$ cat src/core/lbc_regs.vh
// Register offsets, field positions and reset values of the local bus control block.
// Included by the block's design file only; holds definitions, no logic.
`ifndef LBC_REGS_VH
`define LBC_REGS_VH

// ****************************************
// Register offsets (byte addresses)
// ****************************************
`define LBC_ADDR_W          8
`define LBC_OFS_CTRL        8'h00
`define LBC_OFS_LCS_END     8'h04
`define LBC_OFS_UCS_START   8'h08
`define LBC_OFS_WAKE_DLY    8'h0C
`define LBC_OFS_STATUS      8'h10

// ****************************************
// Control register fields
// ****************************************
`define LBC_CTRL_SLEEP      0
`define LBC_CTRL_IGN_LCS    1
`define LBC_CTRL_IGN_UCS    2
`define LBC_CTRL_W          3
`define LBC_CTRL_RST        3'h0

// ****************************************
// Select ranges, in 1 KiB blocks of the 20-bit address
// ****************************************
`define LBC_BLK_W           10
`define LBC_LCS_END_RST     10'h000
`define LBC_UCS_START_RST   10'h3FF

// ****************************************
// Wake delay, in clock cycles
// ****************************************
`define LBC_WAKE_W          16
`define LBC_WAKE_DLY_RST    16'h0100

// ****************************************
// Status register fields
// ****************************************
`define LBC_ST_PDOWN        0
`define LBC_ST_WAKING       1
`define LBC_ST_HLDA         2
`define LBC_ST_LOCK         3
`define LBC_ST_NMI          4
`define LBC_ST_XREQ         5
`define LBC_ST_SUSP         6
`define LBC_ST_FLOAT        7

// ****************************************
// Cycle type codes, bit2..bit0 as driven on the pins
// ****************************************
`define LBC_CY_INTA         3'h0
`define LBC_CY_IORD         3'h1
`define LBC_CY_IOWR         3'h2
`define LBC_CY_HALT         3'h3
`define LBC_CY_FETCH        3'h4
`define LBC_CY_MRD          3'h5
`define LBC_CY_MWR          3'h6
`define LBC_CY_IDLE         3'h7

// ****************************************
// Transfer width codes, (address bit 0, upper byte enable)
// ****************************************
`define LBC_XF_WORD         2'h0
`define LBC_XF_EVEN         2'h1
`define LBC_XF_ODD          2'h2
`define LBC_XF_REFRESH      2'h3

`define LBC_NMI_TYPE        8'h02

`endif

$ cat src/core/lbc_core.v
// Local bus control: bus cycle sequencer, selects, hold, reset, test float,
// wait gate, non-maskable interrupt latch and power-down with wake delay.
// Assumes one clock where each cycle is one output-clock state, and a core
// that holds its request until done.
//
// Contract
// - Lower and upper selects go low for memory cycles inside their programmed range.
// - Lock output goes low to mark a bus cycle that must not be interrupted.
// - No hold grant while the lock output is asserted.
// - Read strobe low during reads; addressed device drives data.
// - Write strobe low while write data valid; addressed device captures it.
// - Cycle ends only with ready high, unless the select ignores ready.
// - Reset aborts any cycle, initialises state, drives pins known, raises reset out.
// - Reset out stays high as long as reset input is low.
// - Cycle type is encoded on three active-low status outputs.
// - Test strap low during reset floats every output and two-way pin except the crystal drive.
// - Test strap pin weakly pulled high while reset is asserted.
// - Crystal drive pin keeps driving in float test mode.
// - Coprocessor select goes low when the coprocessor is accessed.
// - Wait instruction suspends while wait gate high; resumes when sampled low.
// - Rising non-maskable interrupt is latched and serviced as type 2.
// - Power-down on halt with sleep bit set; left on interrupt or reset.
// - Interrupt exit waits the wake delay before clocks run; reset exit does not.
// - Address latch strobe high during the address phase of each cycle.
// - While hold acknowledge is high, data bus and controls float.
// - Hold is granted only at instruction boundaries outside a lock prefix.
// - Transfer width is encoded on address bit 0 and the upper byte enable.
`timescale 1ns/10ps
`include "lbc_regs.vh"

module lbc_core #(
  parameter [19:0] BOOT_ADDR = 20'hFFFF0            // Address of the first fetch
) (
  input  wire        CLK,                           // Clock, 50 MHz
  input  wire        RSTN,                          // Asynchronous reset, active low
  input  wire        CE,                            // Clock enable, freezes all state
  input  wire [7:0]  REG_ADDR,                      // Register byte address
  input  wire [31:0] REG_WDATA,                     // Register write data
  input  wire        REG_WR,                        // Register write strobe
  input  wire        REG_RD,                        // Register read strobe
  output reg  [31:0] REG_RDATA,                     // Register read data, next cycle
  input  wire        REQ_VALID,                     // Core bus request, held until done
  input  wire [2:0]  REQ_TYPE,                      // Cycle type code
  input  wire [19:0] REQ_ADDR,                      // Cycle address
  input  wire [1:0]  REQ_XFER,                      // Transfer width code
  input  wire [15:0] REQ_WDATA,                     // Write data
  input  wire        REQ_LOCK,                      // Cycle is under a lock prefix
  input  wire        REQ_COPRO,                     // Cycle targets the coprocessor
  input  wire        INSN_BOUNDARY,                 // Core sits at an instruction boundary
  input  wire        WAIT_INSN,                     // Core executes the wait instruction
  input  wire        NMI_ACK,                       // Core took the latched interrupt
  output reg         REQ_DONE,                      // Request finished, one-cycle pulse
  output reg  [15:0] REQ_RDATA,                     // Read data, valid with done
  output reg         WAIT_SUSPEND,                  // Core must stall for the wait gate
  output reg         NMI_PEND,                      // Latched interrupt pending
  output reg  [7:0]  NMI_TYPE,                      // Interrupt type of pending request
  output reg         CORE_CLK_EN,                   // Internal clocks run
  output reg  [15:0] AD_O,                          // Address/data out
  output reg  [15:0] AD_OE,                         // Address/data drive enables
  input  wire [15:0] AD_I,                          // Address/data in
  output reg  [3:0]  ADDR_HI,                       // Address bits 19..16
  output reg         CTRL_OE,                       // Drive enable of control outputs
  output reg         ALE,                           // Address latch strobe
  output reg         UBE_N,                         // Upper byte enable, active low
  output reg         RD_N,                          // Read strobe, active low
  output reg         WR_N,                          // Write strobe, active low
  output reg         CYCLE_TYPE_BIT0,               // Cycle type bit 0, active low
  output reg         CYCLE_TYPE_BIT1,               // Cycle type bit 1, active low
  output reg         CYCLE_TYPE_BIT2,               // Cycle type bit 2, active low
  output reg         LOCK_N,                        // Bus lock, active low
  output reg         LCS_N,                         // Lower memory select, active low
  output reg         UCS_N,                         // Upper memory select, active low
  output reg         NCS_N,                         // Coprocessor select, active low
  input  wire        READY,                         // Cycle ready, active high
  input  wire        HOLD,                          // External bus request
  output reg         HLDA,                          // Hold acknowledge
  output reg         RESOUT,                        // Reset indicator, active high
  input  wire        TEST_STRAP_N,                  // Float test strap, active low
  output reg         TEST_STRAP_PULL,               // Weak pull-up on the strap pin
  output reg         XTAL_DRV_OE,                   // Crystal drive pin enable
  input  wire        WAIT_GATE,                     // Wait gate, high suspends
  input  wire        XFER_REQ,                      // Coprocessor transfer request
  input  wire        NMI                            // Non-maskable interrupt, active high
);

  // ****************************************
  // States
  // ****************************************
  localparam [2:0] S_IDLE = 3'h0;
  localparam [2:0] S_ADDR = 3'h1;
  localparam [2:0] S_DATA = 3'h2;
  localparam [2:0] S_WAIT = 3'h3;
  localparam [2:0] S_HOLD = 3'h4;
  localparam [2:0] S_PDWN = 3'h5;
  localparam [2:0] S_WAKE = 3'h6;

  function is_mem;
    input [2:0] ty;
    begin
      is_mem = (ty == `LBC_CY_FETCH) || (ty == `LBC_CY_MRD) || (ty == `LBC_CY_MWR);
    end
  endfunction

  function is_read;
    input [2:0] ty;
    begin
      is_read = (ty == `LBC_CY_FETCH) || (ty == `LBC_CY_MRD) || (ty == `LBC_CY_IORD) ||
                (ty == `LBC_CY_INTA);
    end
  endfunction

  reg [2:0]                 st_q;
  reg [`LBC_CTRL_W-1:0]     ctrl_q;
  reg [`LBC_BLK_W-1:0]      lcs_end_q;
  reg [`LBC_BLK_W-1:0]      ucs_start_q;
  reg [`LBC_WAKE_W-1:0]     wake_dly_q;
  reg [`LBC_WAKE_W-1:0]     wake_cnt_q;
  reg                       boot_q;
  reg                       float_q;
  reg                       nmi_prev_q;
  reg [2:0]                 cy_type_q;
  reg [19:0]                cy_addr_q;
  reg [1:0]                 cy_xfer_q;
  reg [15:0]                cy_wdata_q;
  reg                       cy_lock_q;
  reg                       cy_copro_q;
  reg                       cy_ign_q;

  // ****************************************
  // Next cycle selection
  // ****************************************
  wire       start_boot = boot_q;
  wire [2:0] nx_type    = start_boot ? `LBC_CY_FETCH : REQ_TYPE;
  wire [19:0] nx_addr   = start_boot ? BOOT_ADDR : REQ_ADDR;
  wire       nx_mem     = is_mem(nx_type);
  wire       nx_lcs     = nx_mem && (nx_addr[19:10] <= lcs_end_q);
  wire       nx_ucs     = nx_mem && (nx_addr[19:10] >= ucs_start_q);
  wire       nx_ign     = (nx_lcs && ctrl_q[`LBC_CTRL_IGN_LCS]) ||
                          (nx_ucs && ctrl_q[`LBC_CTRL_IGN_UCS]);
  // Granting only with no locked request and at a boundary keeps locked sequences whole
  wire       grant_ok   = HOLD && INSN_BOUNDARY && !REQ_LOCK && LOCK_N;
  wire       nmi_rise   = NMI && !nmi_prev_q;
  wire       pins_on    = !float_q;

  // ****************************************
  // Bus sequencer
  // ****************************************
  always @(posedge CLK or negedge RSTN) begin
    if (!RSTN) begin
      st_q            <= S_IDLE;
      boot_q          <= 1'b1;
      float_q         <= 1'b0;
      RESOUT          <= 1'b1;
      TEST_STRAP_PULL <= 1'b1;
      XTAL_DRV_OE     <= 1'b1;
      cy_type_q       <= `LBC_CY_IDLE;
      cy_addr_q       <= 20'h00000;
      cy_xfer_q       <= `LBC_XF_WORD;
      cy_wdata_q      <= 16'h0000;
      cy_lock_q       <= 1'b0;
      cy_copro_q      <= 1'b0;
      cy_ign_q        <= 1'b0;
      wake_cnt_q      <= {`LBC_WAKE_W{1'b0}};
      REQ_DONE        <= 1'b0;
      REQ_RDATA       <= 16'h0000;
      CORE_CLK_EN     <= 1'b1;
      AD_O            <= 16'h0000;
      AD_OE           <= 16'h0000;
      ADDR_HI         <= 4'h0;
      CTRL_OE         <= 1'b1;
      ALE             <= 1'b0;
      UBE_N           <= 1'b1;
      RD_N            <= 1'b1;
      WR_N            <= 1'b1;
      CYCLE_TYPE_BIT0 <= 1'b1;
      CYCLE_TYPE_BIT1 <= 1'b1;
      CYCLE_TYPE_BIT2 <= 1'b1;
      LOCK_N          <= 1'b1;
      LCS_N           <= 1'b1;
      UCS_N           <= 1'b1;
      NCS_N           <= 1'b1;
      HLDA            <= 1'b0;
    end else if (CE) begin
      REQ_DONE <= 1'b0;
      XTAL_DRV_OE <= 1'b1;
      if (RESOUT) begin
        // Strap is caught at the first edge after release, while it is still pulled high
        float_q         <= !TEST_STRAP_N;
        RESOUT          <= 1'b0;
        TEST_STRAP_PULL <= 1'b0;
        CTRL_OE         <= TEST_STRAP_N;
      end else begin
        case (st_q)
          S_IDLE: begin
            if (grant_ok && !start_boot) begin
              st_q    <= S_HOLD;
              HLDA    <= 1'b1;
              CTRL_OE <= 1'b0;
            // Done still stands on the edge where the core drops its request
            end else if (start_boot || (REQ_VALID && !WAIT_SUSPEND && !REQ_DONE)) begin
              st_q            <= S_ADDR;
              boot_q          <= 1'b0;
              cy_type_q       <= nx_type;
              cy_addr_q       <= nx_addr;
              cy_xfer_q       <= start_boot ? `LBC_XF_WORD : REQ_XFER;
              cy_wdata_q      <= REQ_WDATA;
              cy_lock_q       <= !start_boot && REQ_LOCK;
              cy_copro_q      <= !start_boot && REQ_COPRO;
              cy_ign_q        <= nx_ign;
              ALE             <= 1'b1;
              AD_O            <= {nx_addr[15:1],
                                  start_boot ? 1'b0 : REQ_XFER[1]};
              AD_OE           <= {16{pins_on}};
              ADDR_HI         <= nx_addr[19:16];
              UBE_N           <= start_boot ? 1'b0 : REQ_XFER[0];
              CYCLE_TYPE_BIT0 <= nx_type[0];
              CYCLE_TYPE_BIT1 <= nx_type[1];
              CYCLE_TYPE_BIT2 <= nx_type[2];
              LOCK_N          <= !(!start_boot && REQ_LOCK);
              LCS_N           <= !nx_lcs;
              UCS_N           <= !nx_ucs;
              NCS_N           <= !(!start_boot && REQ_COPRO);
            end
          end
          S_ADDR: begin
            st_q <= S_DATA;
            ALE  <= 1'b0;
            if (is_read(cy_type_q)) begin
              AD_OE <= 16'h0000;
              RD_N  <= cy_type_q == `LBC_CY_HALT;
            end else begin
              AD_O  <= cy_wdata_q;
              WR_N  <= cy_type_q == `LBC_CY_HALT;
            end
            if (cy_type_q == `LBC_CY_HALT) begin
              AD_OE <= 16'h0000;
              RD_N  <= 1'b1;
              WR_N  <= 1'b1;
            end
          end
          S_DATA, S_WAIT: begin
            // One ready sample per state; a low sample costs exactly one wait state
            if (READY || cy_ign_q) begin
              st_q            <= S_IDLE;
              REQ_DONE        <= 1'b1;
              REQ_RDATA       <= AD_I;
              RD_N            <= 1'b1;
              WR_N            <= 1'b1;
              AD_OE           <= 16'h0000;
              CYCLE_TYPE_BIT0 <= 1'b1;
              CYCLE_TYPE_BIT1 <= 1'b1;
              CYCLE_TYPE_BIT2 <= 1'b1;
              LOCK_N          <= 1'b1;
              LCS_N           <= 1'b1;
              UCS_N           <= 1'b1;
              NCS_N           <= 1'b1;
              UBE_N           <= 1'b1;
              if ((cy_type_q == `LBC_CY_HALT) && ctrl_q[`LBC_CTRL_SLEEP]) begin
                st_q        <= S_PDWN;
                CORE_CLK_EN <= 1'b0;
              end
            end else begin
              st_q <= S_WAIT;
            end
          end
          S_HOLD: begin
            if (!HOLD) begin
              st_q    <= S_IDLE;
              HLDA    <= 1'b0;
              CTRL_OE <= pins_on;
            end
          end
          S_PDWN: begin
            if (nmi_rise) begin
              st_q       <= S_WAKE;
              wake_cnt_q <= wake_dly_q;
            end
          end
          S_WAKE: begin
            if (wake_cnt_q == {`LBC_WAKE_W{1'b0}}) begin
              st_q        <= S_IDLE;
              CORE_CLK_EN <= 1'b1;
            end else begin
              wake_cnt_q <= wake_cnt_q - 1'b1;
            end
          end
          default: st_q <= S_IDLE;
        endcase
      end
    end
  end

  // ****************************************
  // Wait gate, interrupt latch
  // ****************************************
  always @(posedge CLK or negedge RSTN) begin
    if (!RSTN) begin
      nmi_prev_q   <= 1'b0;
      NMI_PEND     <= 1'b0;
      NMI_TYPE     <= 8'h00;
      WAIT_SUSPEND <= 1'b0;
    end else if (CE) begin
      nmi_prev_q   <= NMI;
      WAIT_SUSPEND <= WAIT_INSN && WAIT_GATE;
      // A new edge in the clearing cycle must not be lost, so the set wins
      if (nmi_rise) begin
        NMI_PEND <= 1'b1;
        NMI_TYPE <= `LBC_NMI_TYPE;
      end else if (NMI_ACK) begin
        NMI_PEND <= 1'b0;
      end
    end
  end

  // ****************************************
  // Register port
  // ****************************************
  always @(posedge CLK or negedge RSTN) begin
    if (!RSTN) begin
      ctrl_q      <= `LBC_CTRL_RST;
      lcs_end_q   <= `LBC_LCS_END_RST;
      ucs_start_q <= `LBC_UCS_START_RST;
      wake_dly_q  <= `LBC_WAKE_DLY_RST;
      REG_RDATA   <= 32'h00000000;
    end else if (CE) begin
      if (REG_WR) begin
        case (REG_ADDR)
          `LBC_OFS_CTRL:      ctrl_q      <= REG_WDATA[`LBC_CTRL_W-1:0];
          `LBC_OFS_LCS_END:   lcs_end_q   <= REG_WDATA[`LBC_BLK_W-1:0];
          `LBC_OFS_UCS_START: ucs_start_q <= REG_WDATA[`LBC_BLK_W-1:0];
          `LBC_OFS_WAKE_DLY:  wake_dly_q  <= REG_WDATA[`LBC_WAKE_W-1:0];
          default:            ctrl_q      <= ctrl_q;
        endcase
      end
      REG_RDATA <= 32'h00000000;
      if (REG_RD) begin
        case (REG_ADDR)
          `LBC_OFS_CTRL:      REG_RDATA <= {29'h0, ctrl_q};
          `LBC_OFS_LCS_END:   REG_RDATA <= {22'h0, lcs_end_q};
          `LBC_OFS_UCS_START: REG_RDATA <= {22'h0, ucs_start_q};
          `LBC_OFS_WAKE_DLY:  REG_RDATA <= {16'h0, wake_dly_q};
          `LBC_OFS_STATUS:    REG_RDATA <= {24'h0, float_q, WAIT_SUSPEND,
                                            XFER_REQ, NMI_PEND, !LOCK_N, HLDA,
                                            st_q == S_WAKE, st_q == S_PDWN};
          default:            REG_RDATA <= 32'h00000000;
        endcase
      end
    end
  end

endmodule // lbc_core

$ cat config.mk
export PLATFORM = sky130hd
export DESIGN_NAME = lbc_core
export DESIGN_NICKNAME = d
export VERILOG_FILES = /design/src/core/lbc_core.v
export VERILOG_INCLUDE_DIRS = /design/src /design/src/core
export SDC_FILE = /design/constraint.sdc
export NUM_CORES = 1
export LEC_CHECK = 0
export BUFFER_PORTS_ARGS = -buffer_cell sky130_fd_sc_hd__buf_2
export CAP_MARGIN = 30
export CORE_MARGIN = 1
export CORE_UTILIZATION = 49
export CTS_CLUSTER_SIZE = 24
export DETAILED_ROUTE_END_ITERATION = 6
export GPL_TIMING_DRIVEN = 0
export PLACE_DENSITY_LB_ADDON = 0.12
export SYNTH_ARGS = -nofsm -noshare
export SYNTH_HDL_FRONTEND = slang
export SYNTH_SLANG_ARGS = --single-unit
$ cat constraint.sdc
create_clock -name CLK -period 2.9 [get_ports CLK]
set_input_delay 0.145 -clock CLK [delete_from_list [all_inputs] [get_ports CLK]]
set_output_delay 0.145 -clock CLK [all_outputs]
set_load 0.01 [all_outputs]
==> results.json <==
{
  "crit_fanout": 10,
  "startpoint_type": "flip-flop",
  "ir_drop_mv": 0.5002,
  "ys.warnings.count": 0,
  "rsz0062_at_grt": "no",
  "grt_max_degree": 56,
  "cts_tree": "built",
  "synth_top_area_share_pct": 39.31,
  "place.gp.congestion": 0.8765,
  "die_y_um": 129.4,
  "drv_cap": 0,
  "io_pins": 226,
  "fin_cells": 1308,
  "dp_hpwl_mm": 15.72,
  "swShare_pct": 33.70,
  "relSlewSlack_pct": 43.17,
  "postCtsSetupRepairBufs": 0,
  "start_util_pct": 50.09,
  "overflow": 0,
  "critPathTopFamily": "simple AND/OR/NAND/NOR gates",
  "period_minus_slack_ps": 2764,
  "grtUsageTotal_pct": 27.11,
  "antenna_left": 0,
  "fillCellCount": 1328,
  "multi_input_area_mm2": 0.003550,
  "drt-total-wl_mm": 21.56,
  "root_buffer": "clkbuf_16",
  "htree_levels": 4,
  "antenna_found_initial": 0,
  "p_switching_w": 0.002672,
  "synth_cell_type_count": 73,
  "insertion_delay_ps": 430,
  "synthCells": 794,
  "cts_buffers": 17,
  "pwr-share-seq_pct": 39.1,
  "fmax_ghz": 0.3618,
  "coreArea_mm2": 0.01589,
  "end_kind": "flip-flop",
  "avgSynthCellArea_um2": 10.02,
  "min_period_over_period_pct": 95.30,
  "worstPathCellList": "nor3b_1, a21oi_1, nor3_2, clkbuf_1, nor2_1, o22ai_1",
  "io_buffer_count": 184,
  "ys_dominant_reg_cell": "dfrtp_1",
  "ys_ff_latch": 154,
  "dpl.cell_count": 1218,
  "cts_sinks": 154,
  "synth_edf_count": 0,
  "clock_skew_ps": 7.985,
  "area_growth_pct": 31.98,
  "path_clk_slew_ps": 70,
  "drive_gt1_share_pct": 32.97,
  "power_frac_comb_pct": 31.2,
  "final_nets": 1214,
  "cp_slowest_stage_delay_ps": 640,
  "dieArea_mm2": 0.01675,
  "wl_per_cell_um": 16.48,
  "finalSetupViolations": 0,
  "drt_iter0_drc": 431,
  "synthArstFlopShare_pct": 100.0,
  "cp.buffers_inverters": 1,
  "row_count": 46,
  "synth-seq-area-share_pct": 48.88,
  "rrSetupSlack_ps": 140,
  "fp.dieW_um": 129.4,
  "p_int_w": 0.005258,
  "n_antenna_cell": 0,
  "grt_pass1_wl_mm": 34.44,
  "hold_viol": 0,
  "setup_tns_ps": 0,
  "yosys-top-cells-area": "dfrtp_1 (39%), dfstp_2 (9.6%), nand2_1 (5.2%)",
  "leakagePower_nw": 5.167,
  "yosys.area.top_type": "dfrtp_1",
  "arrival_ps": 3110,
  "vias": 6916,
  "syn_area_mm2": 0.007958,
  "drc_errors": 0,
  "p_clk_share_pct": 29.7,
  "first_pass_iters": 5,
  "crit_required_ps": 3250,
  "power.density_mw_per_mm2": 755.1,
  "slew_viol_final": 0,
  "clk_path_buf_depth": 2,
  "grt_pass1_vias": 6657,
  "crit_type": "flip-flop to flip-flop",
  "vias_per_cell": 5.287,
  "status": "completed",
  "regArea_mm2": 0.003890,
  "crit_slowest_cell": "nor3b_1",
  "worst_pin_slew_ps": 847.8,
  "hold_path.class": "primary input to flip-flop"
}
## metal layers
metal | share of wire [%] | vias up | track usage (%)
li1 | - | 3338 | -
met2 | 49 | 234 | 44.75
met4 | 2.6 | 0 | 10.60
met1 | 43 | 3307 | 35.46
met5 | 0 | - | 0
met3 | 5.0 | 37 | 4.996
## state kept, by name, indices dropped and copies added (netlist names), 4 cells and up
| signal | count |
|---|---|
| REQ_RDATA | 16 |
| wake_cnt_q | 16 |
| AD_O | 16 |
| lcs_end_q | 10 |
| REG_RDATA | 16 |
| wake_dly_q | 16 |
| ADDR_HI | 4 |
| ucs_start_q | 10 |
| cy_wdata_q | 16 |
## area by class of cell
type,instances,area share (%)
Clock inverter,14,1.763
Sequential cell,154,37.04
Inverter,32,1.144
Multi-Input combinational cell,551,33.80
Buffer,79,4.622
Tap cell,216,2.573
Timing Repair Buffer,244,14.88
Clock buffer,18,4.182
## worst min-delay path, cell delays in order
cell,delay (ps)
buf_2,100
nand2_1,60
a22o_1,110
## worst paths after layout
path,to,from,cells past startpoint
min,NMI_PEND,NMI_ACK,3
max reg2reg,cy_ign_q,WAIT_SUSPEND,6
min reg2reg,NMI_TYPE[1],NMI_TYPE[1],1
max,cy_ign_q,WAIT_SUSPEND,6
max in group asynchronous,ucs_start_q[3],RSTN,4
min in group asynchronous,REG_RDATA[11],RSTN,2
## through the flow
stage	area, um^2	hold WS, ps	utilization, %	worst slack, ps	power (W)
detailed placement	9293	109.5	58.50	147.6	0.005533
global route	10500	37.75	66.12	19.66	0.008397
CTS	10500	9.747	66.08	117.2	0.007961
finish	10500	16.24	66.12	136.4	0.007931
floorplan	8040	-150.6	-	766.7	0.004604
global placement	9231	280.8	58.11	-623.4	0.005477
## power by group through the flow
stage               registers [W]  clock network [W]  logic (W)
floorplan                 0.00323                  0    0.00137
global placement          0.00312                  0    0.00235
detailed placement        0.00312                  0    0.00241
CTS                       0.00310            0.00239    0.00247
global route              0.00318            0.00247    0.00275
finish                    0.00310            0.00235    0.00247
## cells in the final DEF, fill, tap and decap left out, types with 4 or more instances in the layout
cell             n
mux2_4          10
dlygate4sd3_1   58
nor4_1           8
ha_1            21
buf_4           41
nor2b_1         10
a211oi_1         4
nand2b_1         7
inv_6            4
o2bb2ai_1        9
nand4_1          8
clkbuf_1        29
and3_1           6
a22o_1          20
mux2_2          33
mux2i_1          6
dfrtp_1        125
or2_2           10
a21o_1           5
o21ai_1          4
a32oi_1          4
a31oi_1          5
nor3_1           9
buf_2          187
inv_1           31
a21oi_1         36
nand2_1        111
dfstp_2         29
a22oi_1          8
clkbuf_16       17
nand3_1          6
nor2_1          39
conb_1          24
o21ai_0         79
or3_1            8
## cell usage after synthesis, drive strengths merged, types with 9 or more instances
| library cell | count |
|---|---|
| a21oi | 36 |
| o2bb2ai | 9 |
| buf | 48 |
| nor3 | 12 |
| o21ai | 83 |
| a22o | 20 |
| nand2 | 111 |
| nor2 | 39 |
| dfstp | 29 |
| nor2b | 10 |
| dfrtp | 125 |
| ha | 21 |
| inv | 31 |
| or2 | 10 |
| mux2 | 43 |
| clkbuf | 31 |
| nor4 | 9 |
## what timing repair did
item                                   4_1_cts  5_1_grt
hold buffers                                58        0
endpoints found under the hold margin      119        0
gates resized for setup                      0        1
setup endpoints to repair                    0       12
## logic make-up (layout without fill, tap and decap cells)
kind of cell	Yosys count	after routing	share of synthesized area, %
adder cells (fa/ha/maj)	21	21	3.302
AO/OA/AOI/OAI	207	207	16.82
multiplexers	49	49	7.311
AND/OR/NAND/NOR	250	250	15.97
other	2	24	0.09437
buffers and inverters	111	387	7.610
flip-flops	154	154	48.88
Power figures use the tool's default switching activity.
